--- config.mk ---
export PLATFORM = sky130hd
export DESIGN_NAME = asrac_host
export DESIGN_NICKNAME = d
export VERILOG_FILES = /design/src/verilog/asrac_pkg.sv /design/src/verilog/asrac_host.sv /design/src/verilog/asrac_wait_cnt.sv
export SDC_FILE = /design/constraint.sdc
export NUM_CORES = 1
export LEC_CHECK = 0
export BUFFER_PORTS_ARGS = -buffer_cell sky130_fd_sc_hd__clkbuf_2
export CAP_MARGIN = 20
export CELL_PAD_IN_SITES_DETAIL_PLACEMENT = 1
export CELL_PAD_IN_SITES_GLOBAL_PLACEMENT = 2
export CORE_ASPECT_RATIO = 2
export CORE_MARGIN = 1.5
export CORE_UTILIZATION = 37
export CTS_BUF_LIST = sky130_fd_sc_hd__clkbuf_16
export CTS_CLUSTER_DIAMETER = 200
export CTS_CLUSTER_SIZE = 14
export DETAILED_ROUTE_END_ITERATION = 8
export GPL_ROUTABILITY_DRIVEN = 0
export GPL_TIMING_DRIVEN = 0
export PLACE_DENSITY = 0.79
export SYNTH_ARGS = -nofsm -noshare
export SYNTH_HDL_FRONTEND = slang
export SYNTH_HIERARCHICAL = 1
export SYNTH_SLANG_ARGS = --single-unit
export TNS_END_PERCENT = 20
--- constraint.sdc ---
create_clock -name i_clk -period 4.7 [get_ports i_clk]
set_input_delay 0.94 -clock i_clk [delete_from_list [all_inputs] [get_ports i_clk]]
set_output_delay 0.94 -clock i_clk [all_outputs]
set_load 0.03 [all_outputs]
--- src/verilog/asrac_pkg.sv ---
/*
 * asrac_pkg: constants shared by the asynchronous static memory host controller.
 * Assumes a 125 MHz system clock and a 512K x 8 asynchronous memory on the pins.
 */
package asrac_pkg;
   // ------------------------------------------------------------------
   // geometry
   // ------------------------------------------------------------------
   localparam int ADDR_W = 19;
   localparam int DATA_W = 8;

   // ------------------------------------------------------------------
   // timing
   // ------------------------------------------------------------------
   localparam int CLK_PERIOD_PS      = 8000;
   localparam int POWERUP_WAIT_US    = 100;
   // least time rounds up to whole cycles
   localparam int POWERUP_WAIT_CYC   = (POWERUP_WAIT_US * 1000000 + CLK_PERIOD_PS - 1) / CLK_PERIOD_PS;
   // strobe low time and gaps, in cycles (8 ns each)
   localparam int WE_PULSE_NS        = 8;
   localparam int WE_PULSE_CYC       = (WE_PULSE_NS * 1000 + CLK_PERIOD_PS - 1) / CLK_PERIOD_PS;
   localparam int BUS_RELEASE_NS     = 6;
   localparam int BUS_RELEASE_CYC    = (BUS_RELEASE_NS * 1000 + CLK_PERIOD_PS - 1) / CLK_PERIOD_PS;
   localparam int READ_ACCESS_NS     = 12;
   localparam int READ_ACCESS_CYC    = (READ_ACCESS_NS * 1000 + CLK_PERIOD_PS - 1) / CLK_PERIOD_PS;
   localparam int CNT_W              = 16;

   // ------------------------------------------------------------------
   // reset values
   // ------------------------------------------------------------------
   localparam logic [ADDR_W-1:0] ADDR_RST = 19'h00000;
   localparam logic [DATA_W-1:0] DATA_RST = 8'h00;

   // ------------------------------------------------------------------
   // sequencer states
   // ------------------------------------------------------------------
   typedef enum logic [2:0] {
      ASRAC_ST_POWERUP = 3'b000,
      ASRAC_ST_IDLE    = 3'b001,
      ASRAC_ST_RD_SEL  = 3'b010,
      ASRAC_ST_RD_WAIT = 3'b011,
      ASRAC_ST_WR_SET  = 3'b100,
      ASRAC_ST_WR_PULS = 3'b101,
      ASRAC_ST_WR_END  = 3'b110
   } asrac_state_t;
endpackage

--- src/verilog/asrac_host.sv ---
/*
 * asrac_host: host controller driving an asynchronous 512K x 8 static memory.
 * Assumes a user request port on i_clk and the memory pins wired directly;
 * read data from the pins are synchronised through two flops.
 */
`timescale 1ns/1ps
module asrac_host #(
   parameter int POWERUP_CYC = asrac_pkg::POWERUP_WAIT_CYC
) (
   input  wire logic                        i_clk,
   input  wire logic                        i_nrst,
   // user request side
   input  wire logic                        i_req,
   input  wire logic                        i_we,
   input  wire logic [asrac_pkg::ADDR_W-1:0] i_addr,
   input  wire logic [asrac_pkg::DATA_W-1:0] i_wdata,
   output logic                             o_ready,
   output logic                             o_rvalid,
   output logic [asrac_pkg::DATA_W-1:0]     o_rdata,
   output logic                             o_wdone,
   // memory pins
   output logic                             o_ce_n,
   output logic                             o_oe_n,
   output logic                             o_we_n,
   output logic [asrac_pkg::ADDR_W-1:0]     o_address_bus,
   output logic [asrac_pkg::DATA_W-1:0]     o_data_bus,
   output logic                             o_data_bus_oe_n,
   input  wire logic [asrac_pkg::DATA_W-1:0] i_data_bus
);
   localparam int CW = asrac_pkg::CNT_W;

   asrac_pkg::asrac_state_t st_q;
   asrac_pkg::asrac_state_t st_d;
   logic [asrac_pkg::ADDR_W-1:0] addr_q;
   logic [asrac_pkg::DATA_W-1:0] wdata_q;
   logic [asrac_pkg::DATA_W-1:0] rdata_q;
   logic [asrac_pkg::DATA_W-1:0] sync1_q;
   logic [asrac_pkg::DATA_W-1:0] sync2_q;
   logic                         ce_n_q;
   logic                         oe_n_q;
   logic                         we_n_q;
   logic                         drv_n_q;
   logic                         rvalid_q;
   logic                         wdone_q;
   logic                         ld;
   logic [CW-1:0]                ld_val;
   logic                         done;
   logic                         pwr_ld_q;

   // ------------------------------------------------------------------
   // timed waits
   // ------------------------------------------------------------------
   asrac_wait_cnt #(.CNT_W(CW)) u_cnt (
      .i_clk   (i_clk),
      .i_nrst  (i_nrst),
      .i_load  (ld),
      .i_value (ld_val),
      .o_done  (done)
   );

   // ------------------------------------------------------------------
   // request acceptance and next state
   // ------------------------------------------------------------------
   wire idle_st   = (st_q == asrac_pkg::ASRAC_ST_IDLE);
   wire take      = idle_st & i_req;
   wire take_rd   = take & ~i_we;
   wire take_wr   = take & i_we;
   // read data sampled after access time plus two sync flops
   wire rd_finish = (st_q == asrac_pkg::ASRAC_ST_RD_WAIT) & done;
   assign o_ready = idle_st;

   always_comb
   begin
      st_d   = st_q;
      ld     = 1'b0;
      ld_val = '0;
      unique case (st_q)
         asrac_pkg::ASRAC_ST_POWERUP:
         begin
            // first cycle loads the wait; done stays low while loading
            // limitation: POWERUP_CYC must fit in the counter width
            ld     = pwr_ld_q;
            ld_val = CW'(POWERUP_CYC);
            if (done)
               st_d = asrac_pkg::ASRAC_ST_IDLE;
         end
         asrac_pkg::ASRAC_ST_IDLE:
            if (take_rd)
            begin
               st_d   = asrac_pkg::ASRAC_ST_RD_SEL;
               ld     = 1'b1;
               ld_val = CW'(asrac_pkg::READ_ACCESS_CYC + 2);
            end
            else if (take_wr)
               st_d = asrac_pkg::ASRAC_ST_WR_SET;
         asrac_pkg::ASRAC_ST_RD_SEL:
            st_d = asrac_pkg::ASRAC_ST_RD_WAIT;
         asrac_pkg::ASRAC_ST_RD_WAIT:
            if (done)
               st_d = asrac_pkg::ASRAC_ST_IDLE;
         asrac_pkg::ASRAC_ST_WR_SET:
         begin
            // output enable already high, wait for memory to float the bus
            st_d   = asrac_pkg::ASRAC_ST_WR_PULS;
            ld     = 1'b1;
            ld_val = CW'(asrac_pkg::BUS_RELEASE_CYC + asrac_pkg::WE_PULSE_CYC);
         end
         asrac_pkg::ASRAC_ST_WR_PULS:
            if (done)
               st_d = asrac_pkg::ASRAC_ST_WR_END;
         asrac_pkg::ASRAC_ST_WR_END:
            st_d = asrac_pkg::ASRAC_ST_IDLE;
         default:
            st_d = asrac_pkg::ASRAC_ST_IDLE;
      endcase
   end

   // ------------------------------------------------------------------
   // state and power-up wait
   // ------------------------------------------------------------------
   always_ff @(posedge i_clk or negedge i_nrst)
   begin
      if (!i_nrst)
         st_q <= asrac_pkg::ASRAC_ST_POWERUP;
      else
         st_q <= st_d;
   end

   // first cycle after reset loads the power-up count
   always_ff @(posedge i_clk or negedge i_nrst)
   begin
      if (!i_nrst)
         pwr_ld_q <= 1'b1;
      else
         pwr_ld_q <= 1'b0;
   end

   // ------------------------------------------------------------------
   // pin drive: address and data latched at acceptance, held to the end
   // ------------------------------------------------------------------
   always_ff @(posedge i_clk or negedge i_nrst)
   begin
      if (!i_nrst)
      begin
         addr_q  <= asrac_pkg::ADDR_RST;
         wdata_q <= asrac_pkg::DATA_RST;
      end
      else if (take)
      begin
         addr_q  <= i_addr;
         wdata_q <= i_wdata;
      end
   end

   // strobes: one flop each so pins are glitch free
   always_ff @(posedge i_clk or negedge i_nrst)
   begin
      if (!i_nrst)
      begin
         ce_n_q  <= 1'b1;
         oe_n_q  <= 1'b1;
         we_n_q  <= 1'b1;
         drv_n_q <= 1'b1;
      end
      else
      begin
         // select falls one cycle after address is set up
         ce_n_q  <= ~(st_d == asrac_pkg::ASRAC_ST_RD_WAIT || st_d == asrac_pkg::ASRAC_ST_WR_PULS);
         oe_n_q  <= ~(st_d == asrac_pkg::ASRAC_ST_RD_WAIT);
         // strobe never low in a read; both strobes rise together at end
         we_n_q  <= ~(st_d == asrac_pkg::ASRAC_ST_WR_PULS);
         // data driven from the write pulse until one cycle after strobes rise
         drv_n_q <= ~(st_d == asrac_pkg::ASRAC_ST_WR_PULS || st_d == asrac_pkg::ASRAC_ST_WR_END);
      end
   end

   // ------------------------------------------------------------------
   // read data capture through two-flop synchroniser
   // ------------------------------------------------------------------
   always_ff @(posedge i_clk or negedge i_nrst)
   begin
      if (!i_nrst)
      begin
         sync1_q  <= asrac_pkg::DATA_RST;
         sync2_q  <= asrac_pkg::DATA_RST;
         rdata_q  <= asrac_pkg::DATA_RST;
         rvalid_q <= 1'b0;
         wdone_q  <= 1'b0;
      end
      else
      begin
         sync1_q  <= i_data_bus;
         sync2_q  <= sync1_q;
         rvalid_q <= rd_finish;
         wdone_q  <= (st_q == asrac_pkg::ASRAC_ST_WR_END);
         if (rd_finish)
            rdata_q <= sync2_q;
      end
   end

   // ------------------------------------------------------------------
   // outputs
   // ------------------------------------------------------------------
   assign o_ce_n          = ce_n_q;
   assign o_oe_n          = oe_n_q;
   assign o_we_n          = we_n_q;
   assign o_address_bus   = addr_q;
   assign o_data_bus      = wdata_q;
   assign o_data_bus_oe_n = drv_n_q;
   assign o_rdata         = rdata_q;
   assign o_rvalid        = rvalid_q;
   assign o_wdone         = wdone_q;
endmodule // asrac_host

--- src/verilog/asrac_wait_cnt.sv ---
/*
 * asrac_wait_cnt: loadable down counter used for all timed waits.
 * Assumes a single clock domain; load wins over counting.
 */
`timescale 1ns/1ps
module asrac_wait_cnt #(
   parameter int CNT_W = 16
) (
   input  wire logic             i_clk,
   input  wire logic             i_nrst,
   input  wire logic             i_load,
   input  wire logic [CNT_W-1:0] i_value,
   output logic                  o_done
);
   logic [CNT_W-1:0] cnt_q;
   logic [CNT_W-1:0] cnt_d;
   wire              zero = (cnt_q == '0);

   // ------------------------------------------------------------------
   // counter
   // ------------------------------------------------------------------
   assign cnt_d  = i_load ? i_value : (zero ? cnt_q : cnt_q - 1'b1);
   assign o_done = zero & ~i_load;

   // count holds at zero until reloaded
   always_ff @(posedge i_clk or negedge i_nrst)
   begin
      if (!i_nrst)
         cnt_q <= '0;
      else
         cnt_q <= cnt_d;
   end
endmodule // asrac_wait_cnt

# Word-level counts from Yosys, hierarchy flattened
# Cells that the tools add are included.
[totals]
register_bits = 77
inputBits = 39
output_inout_bits = 42
elab_cells = 52
[op_classes]
addsub = 1
eq_ne = 10
mux = 11
n_bitwise = 11
reduce_logical = 5
[ops]
columns = ["op", "n"]
rows = [
  ["one-hot mux 14 bit (3 select lines)", 1],
  ["two-way mux 16 bit", 2],
  ["zero test 16 bit", 1],
  ["subtractor 16 x 1 -> 16 bit (second input constant)", 1],
  ["== test 3 bit (second input constant)", 5],
  ["two-way mux 3 bit", 5],
  ["one-hot mux 3 bit (5 select lines)", 1],
  ["== test 3 x 2 -> 1 bit (second input constant)", 3],
  ["inverter 1 bit", 6],
  ["AND 1 bit", 5],
  ["== test 3 x 1 -> 1 bit (second input constant)", 1],
  ["zero test 3 bit", 1],
  ["one-hot mux 1 bit (3 select lines)", 1],
  ["logical OR 1 bit", 2],
  ["!= test 2 x 1 -> 1 bit (second input constant)", 1],
  ["OR reduction 2 bit", 1],
  ["two-way mux 1 bit", 1],
]

# Depth between registers and ports, before layout
[depth]
depth_word = 12
mapped_depth = 11
mapped_depth_nobuf = 8

# By module
# The synthesis kept the hierarchy.
[by_module_without_submodules]
columns = ["mod", "n_inst", "cells_each", "area_per_inst_um2", "seq_area_each_um2"]
rows = [
  ["asrac_host", 1, 132, 2148.3, 1532.7],
  ["asrac_wait_cnt", 1, 104, 1038.5, 400.4],
]

# Worst setup path after synthesis
# No wires, ideal clock.
[synth_timing]
kind = "input -> register"
from = "in i_req"
to = "reg rdata_q, in the netlist o_rdata[0]"
setup_time_ps = 125
arrival_time_ps = 2437
required_ps = 4575
setup_slack_ps = 2138
stages = 9
n_path_buf = 2
path_cell_list = "nand2_1 > o32a_1 > nor2_1 > buf_6 > nor2_1 > nor4b_4 > buf_6 > nand3_2 > mux2_2"
[synth_between]
elab_chain_len = 7
[synth_rtl]
columns = ["item", "line", "text"]
rows = [
  ["from (decl)", "asrac_host.sv:13", "input wire logic i_req,"],
  ["AND 1 bit", "asrac_host.sv:65", "wire take = idle_st & i_req;"],
  ["AND 1 bit", "asrac_host.sv:66", "wire take_rd = take & ~i_we;"],
  ["two-way mux 1 bit", "asrac_host.sv:88", "if (take_rd)"],
  ["one-hot mux 1 bit (3 select lines)", "asrac_host.sv:77", "unique case (st_q)"],
  ["net ld", "asrac_host.sv:45", "logic ld;"],
  ["inverter 1 bit", "asrac_wait_cnt.sv:23", "assign o_done = zero & ~i_load;"],
  ["AND 1 bit", "asrac_wait_cnt.sv:23", ""],
  ["net done", "asrac_host.sv:47", "logic done;"],
  ["AND 1 bit", "asrac_host.sv:69", "wire rd_finish = (st_q == asrac_pkg::ASRAC_ST_RD_WAIT) & done;"],
  ["to (signal assigned)", "asrac_host.sv:186", "rdata_q <= asrac_pkg::DATA_RST;"],
  ["to (signal assigned)", "asrac_host.sv:197", "rdata_q <= sync2_q;"],
  ["to (decl)", "asrac_host.sv:36", "logic [asrac_pkg::DATA_W-1:0] rdata_q;"],
]
# The timed path passes the listed nets, and every way through them passes these cells.
# A chain may end at the register's enable or synchronous reset.

# Final worst setup path
[layout_timing]
from = "reg u_cnt.cnt_q[0]"
to = "reg rdata_q, in the netlist o_rdata[3]"
[layout_between]
elab_chain_len = 3
[layout_rtl]
columns = ["item", "line", "text"]
rows = [
  ["from (decl)", "asrac_wait_cnt.sv:15", "logic [CNT_W-1:0] cnt_q;"],
  ["from (signal assigned)", "asrac_wait_cnt.sv:31", "cnt_q <= cnt_d;"],
  ["zero test 16 bit", "asrac_wait_cnt.sv:17", "wire zero = (cnt_q == '0);"],
  ["AND 1 bit", "asrac_wait_cnt.sv:23", ""],
  ["net done", "asrac_host.sv:47", ""],
  ["AND 1 bit", "asrac_host.sv:69", ""],
]
# The timed path passes the listed nets, and every way through them passes these cells.

==> metrics.md <==
| Metric | Value |
|---|---|
| Fin. max-slew vios | `0` |
| Static leakage | `2.05 nW` |
| Fillcell total | `911` |
| Crit start category | `flip-flop` |
| Number of inserted diodes | `0` |
| Vias in the first global route | `2419` |
| Cell with the most instances after synthesis | `sky130_fd_sc_hd__dfrtp_1` |
| Post-cts gate resize count | `0` |
| Pwr per Cell Area | `511 nW/µm²` |
| CTS Hold Bufs | `0` |
| Total Routing Usage GR | `17.9%` |
| Setup repair after global routing missed its margin | `no` |
| Fraction of final layout cells with drive strength greater than 1 | `45.2%` |
| Area fraction of the dominant cell type after synthesis | `56.5%` |
| Critical path data arrival time | `3.03 ns` |
| Relative area change from synthesis to final layout | `27.5%` |
| CTS root buf | `sky130_fd_sc_hd__clkbuf_16` |
| CTS Sinks | `77` |
| Proportion of register bits with asynchronous set or reset after synthesis | `100%` |
| Fin area | `4060 µm²` |
| Largest family of logic cells by synthesized area | `simple AND/OR/NAND/NOR gates` |
| Total negative slack for setup checks | `0 ns` |
| Number of DRC markers after the initial detailed-route iteration | `82` |
| Critical path required time | `4.92 ns` |
| Complex-gate fraction of the synthesized area | `5.30%` |
| Clock buffers created by TritonCTS | `9` |
| Unique masters post-synth | `49` |
| Internal reg-to-reg setup slack | `1.90 ns` |
| Period utilisation layout | `59.6%` |
| Multi-input logic area | `1170 µm²` |
| Residual overflow from global routing | `0` |
| Number of hold violations in the final report | `0` |
| End point of the worst hold path | `sync2_q[0]$_DFF_PN0_` |
| Die Area | `9210 µm²` |
| Number of enable-type register cells in the synthesized netlist | `0` |
| Max-slew headroom at the worst pin | `55.4%` |
| Post-synthesis instance area | `3190 µm²` |
| Multiplexer share of the synthesized area | `12.7%` |
| Outcome | `finished clean` |
| Largest driver fanout on the critical path | `13` |
| Post-Synthesis Mean Instance Area | `13.5 µm²` |
| Cell type with the largest total area after synthesis | `sky130_fd_sc_hd__dfrtp_1` |
| Sequential fraction of the synthesis area | `60.7%` |
| Combined flip-flop and latch cell area | `1930 µm²` |
| Max Freq | `357 MHz` |
| FF-to-FF Start | `u_cnt/cnt_q[0]$_DFFE_PN0N_` |
| Width of the die | `68.6 µm` |
| Initial standard-cell utilization of the core | `38.4%` |
| Clock transition at the register clock pins on the worst setup and hold paths after CTS | `0.06 ns` |
| Post-route core utilization | `49.0%` |
| DR vias/cell | `4.96` |
| Maximum number of pins on one net before global-route repair | `64` |
| Hold Path Depth | `0` |
| Fraction of the mapped netlist area in simple logic gates | `14.6%` |
| ANT nets after route | `0` |
| XOR/XNOR share of the synthesized area | `2.47%` |
| Floorplan row count | `47` |
| Count of pins on the block boundary | `81` |
| Startpoint of the most critical hold path | `sync1_q[0]$_DFF_PN0_` |
| Worst clock skew | `0.00563 ns` |
| Adder and majority cell fraction of the synthesized area | `0.393%` |
| MaxCap Viol Count | `0` |
| Type of the setup path with the least slack | `reg -> reg` |
| Classification of the worst-slack hold path | `reg -> reg` |
| Number of buffers inserted by post-CTS setup repair | `0` |
| Total via count after detailed routing | `2178` |
| Largest voltage drop on the vdd net | `0.000192 V` |
| Clock Latency Late Sink | `0.34 ns` |
| First-pass GRT wire length | `12.0 mm` |
| Kind of end point of the critical path | `flip-flop` |
| Worst hold-check slack | `0.347 ns` |
| Final Routed Wirelength | `7.19 mm` |
| Number of warnings printed during yosys synthesis | `6` |
| Synth cell count leaders | `72 x sky130_fd_sc_hd__dfrtp_1, 33 x sky130_fd_sc_hd__mux2_2, 18 x sky130_fd_sc_hd__nand2_1` |
| Clock period minus worst slack | `2.80 ns` |
| Cell area reported after detailed placement | `3770 µm²` |
| Clock tree buffer depth | `2` |
| Cell types occupying the most area after synthesis | `sky130_fd_sc_hd__dfrtp_1 57%, sky130_fd_sc_hd__mux2_2 12%, sky130_fd_sc_hd__dfstp_2 4.1%` |
| Worst Max-Slew Pin Slew | `0.662 ns` |
| Die height | `134 µm` |
| R2R depth | `8` |
| Worst R2R End | `o_rdata[3]$_DFFE_PN0P_` |
| Number of endpoints failing setup at the final stage | `0` |
| Buffers on Ports | `80` |
| Detailed-routing iteration count for the pre-antenna-repair pass | `4` |
| Flip-flop and latch count after synthesis | `77` |
| Synth Flop Type | `sky130_fd_sc_hd__dfrtp_1` |
| Gate Count Post-Synth | `236` |
| TritonCTS clock tree | `done` |
| Layout Nets | `377` |
| Routed length per placed instance | `16.4 µm` |
| Initial antenna violation count | `0` |
| Drt drc | `0` |
| Core Box Area | `8290 µm²` |
| Detailed-placement wirelength estimate | `5.34 mm` |
| # H-tree levels | `3` |
-- final cells by class --
class	instances	share of cell area (%)
sequential	77	47.6
multi-input combinational	149	28.8
timing repair buffer	81	10.6
clock buffer	9	5.54
tap	98	3.02
buffer	10	2.09
clock inverter	6	1.57
inverter	9	0.832
-- logic make-up after synthesis --
| kind of cell | count (synthesis) |
|---|---|
| DFF | 77 |
| and+or+nand+nor | 69 |
| muxes | 36 |
| AOI/OAI and AO/OA | 24 |
| buffers and inverters | 19 |
| xor gates and xnor gates | 9 |
| adders and majority gates | 1 |
| other | 1 |
-- how the worst max path moves through the flow --
stage | start | endpoint | slack [ns] | cells past startpoint
floorplan | i_req | o_rdata[0]$_DFFE_PN0P_ | 2.14 | 9
global placement | i_req | o_rdata[2]$_DFFE_PN0P_ | 1.60 | 10
detailed placement | i_req | o_rdata[3]$_DFFE_PN0P_ | 1.60 | 10
CTS | u_cnt/cnt_q[0]$_DFFE_PN0N_ | o_rdata[3]$_DFFE_PN0P_ | 1.79 | 8
global route | u_cnt/cnt_q[0]$_DFFE_PN0N_ | o_rdata[7]$_DFFE_PN0P_ | 1.66 | 8
finish | u_cnt/cnt_q[0]$_DFFE_PN0N_ | o_rdata[3]$_DFFE_PN0P_ | 1.90 | 8
-- worst max-delay path: stages, from the launching register on --
cell and delay (ns):
sky130_fd_sc_hd__dfrtp_1 0.43, sky130_fd_sc_hd__inv_1 0.13, sky130_fd_sc_hd__ha_1 0.21, sky130_fd_sc_hd__nor3b_4 0.41, sky130_fd_sc_hd__nand4b_4 0.18, sky130_fd_sc_hd__nor4b_4 0.51, sky130_fd_sc_hd__buf_6 0.24, sky130_fd_sc_hd__nand3_2 0.23
sky130_fd_sc_hd__mux2_2 0.35
-- cells in the final DEF, fill, tap and decap left out, drive strengths merged, types with 2 or more instances in the layout --
master	netlist	final
a2111oi	2	2
a211oi	8	8
a21oi	7	7
and3	2	2
buf	7	8
clkbuf	2	91
clkinv	0	3
conb	1	10
dfrtp	72	72
dfstp	5	5
inv	9	10
mux2	35	35
nand2	18	18
nand3	4	4
nand4b	2	2
nor2	16	16
nor2b	2	2
nor3	9	9
nor3b	3	3
nor4	5	5
nor4b	2	2
o21ai	3	3
xnor2	7	7
xor2	2	2
-- where the power goes --
group          switching [mW]  total, mW  leakage, nW  internal (mW)
sequential              0.126      0.915        0.977          0.789
clock                   0.268      0.676        0.139          0.408
combinational           0.277      0.486        0.930          0.209
-- metal layers --
metal | global-route usage, % | vias up | part of all wire [%]
li1 | - | 1018 | -
met1 | 18.5 | 1083 | 35
met2 | 32.1 | 65 | 56
met3 | 3.44 | 12 | 5.6
met4 | 9.67 | 0 | 2.5
met5 | 0 | - | 0
-- state kept, by name, summed over array words and instances (netlist names), 3 cells and up --
signal         count
o_address_bus     19
o_data_bus         8
o_rdata            8
st_q               3
sync1_q            8
sync2_q            8
u_cnt/cnt_q       16
-- metrics by stage --
stage | setup WS (ns) | std cells | power (mW)
after CTS | 1.79 | 439 | 2.11
after global placement | 1.60 | 423 | 1.39
after floorplan | 2.14 | 245 | 1.26
after global routing | 1.66 | 439 | 2.20
after detailed placement | 1.60 | 424 | 1.42
final | 1.90 | 439 | 2.08
Power figures use the tool's default switching activity.
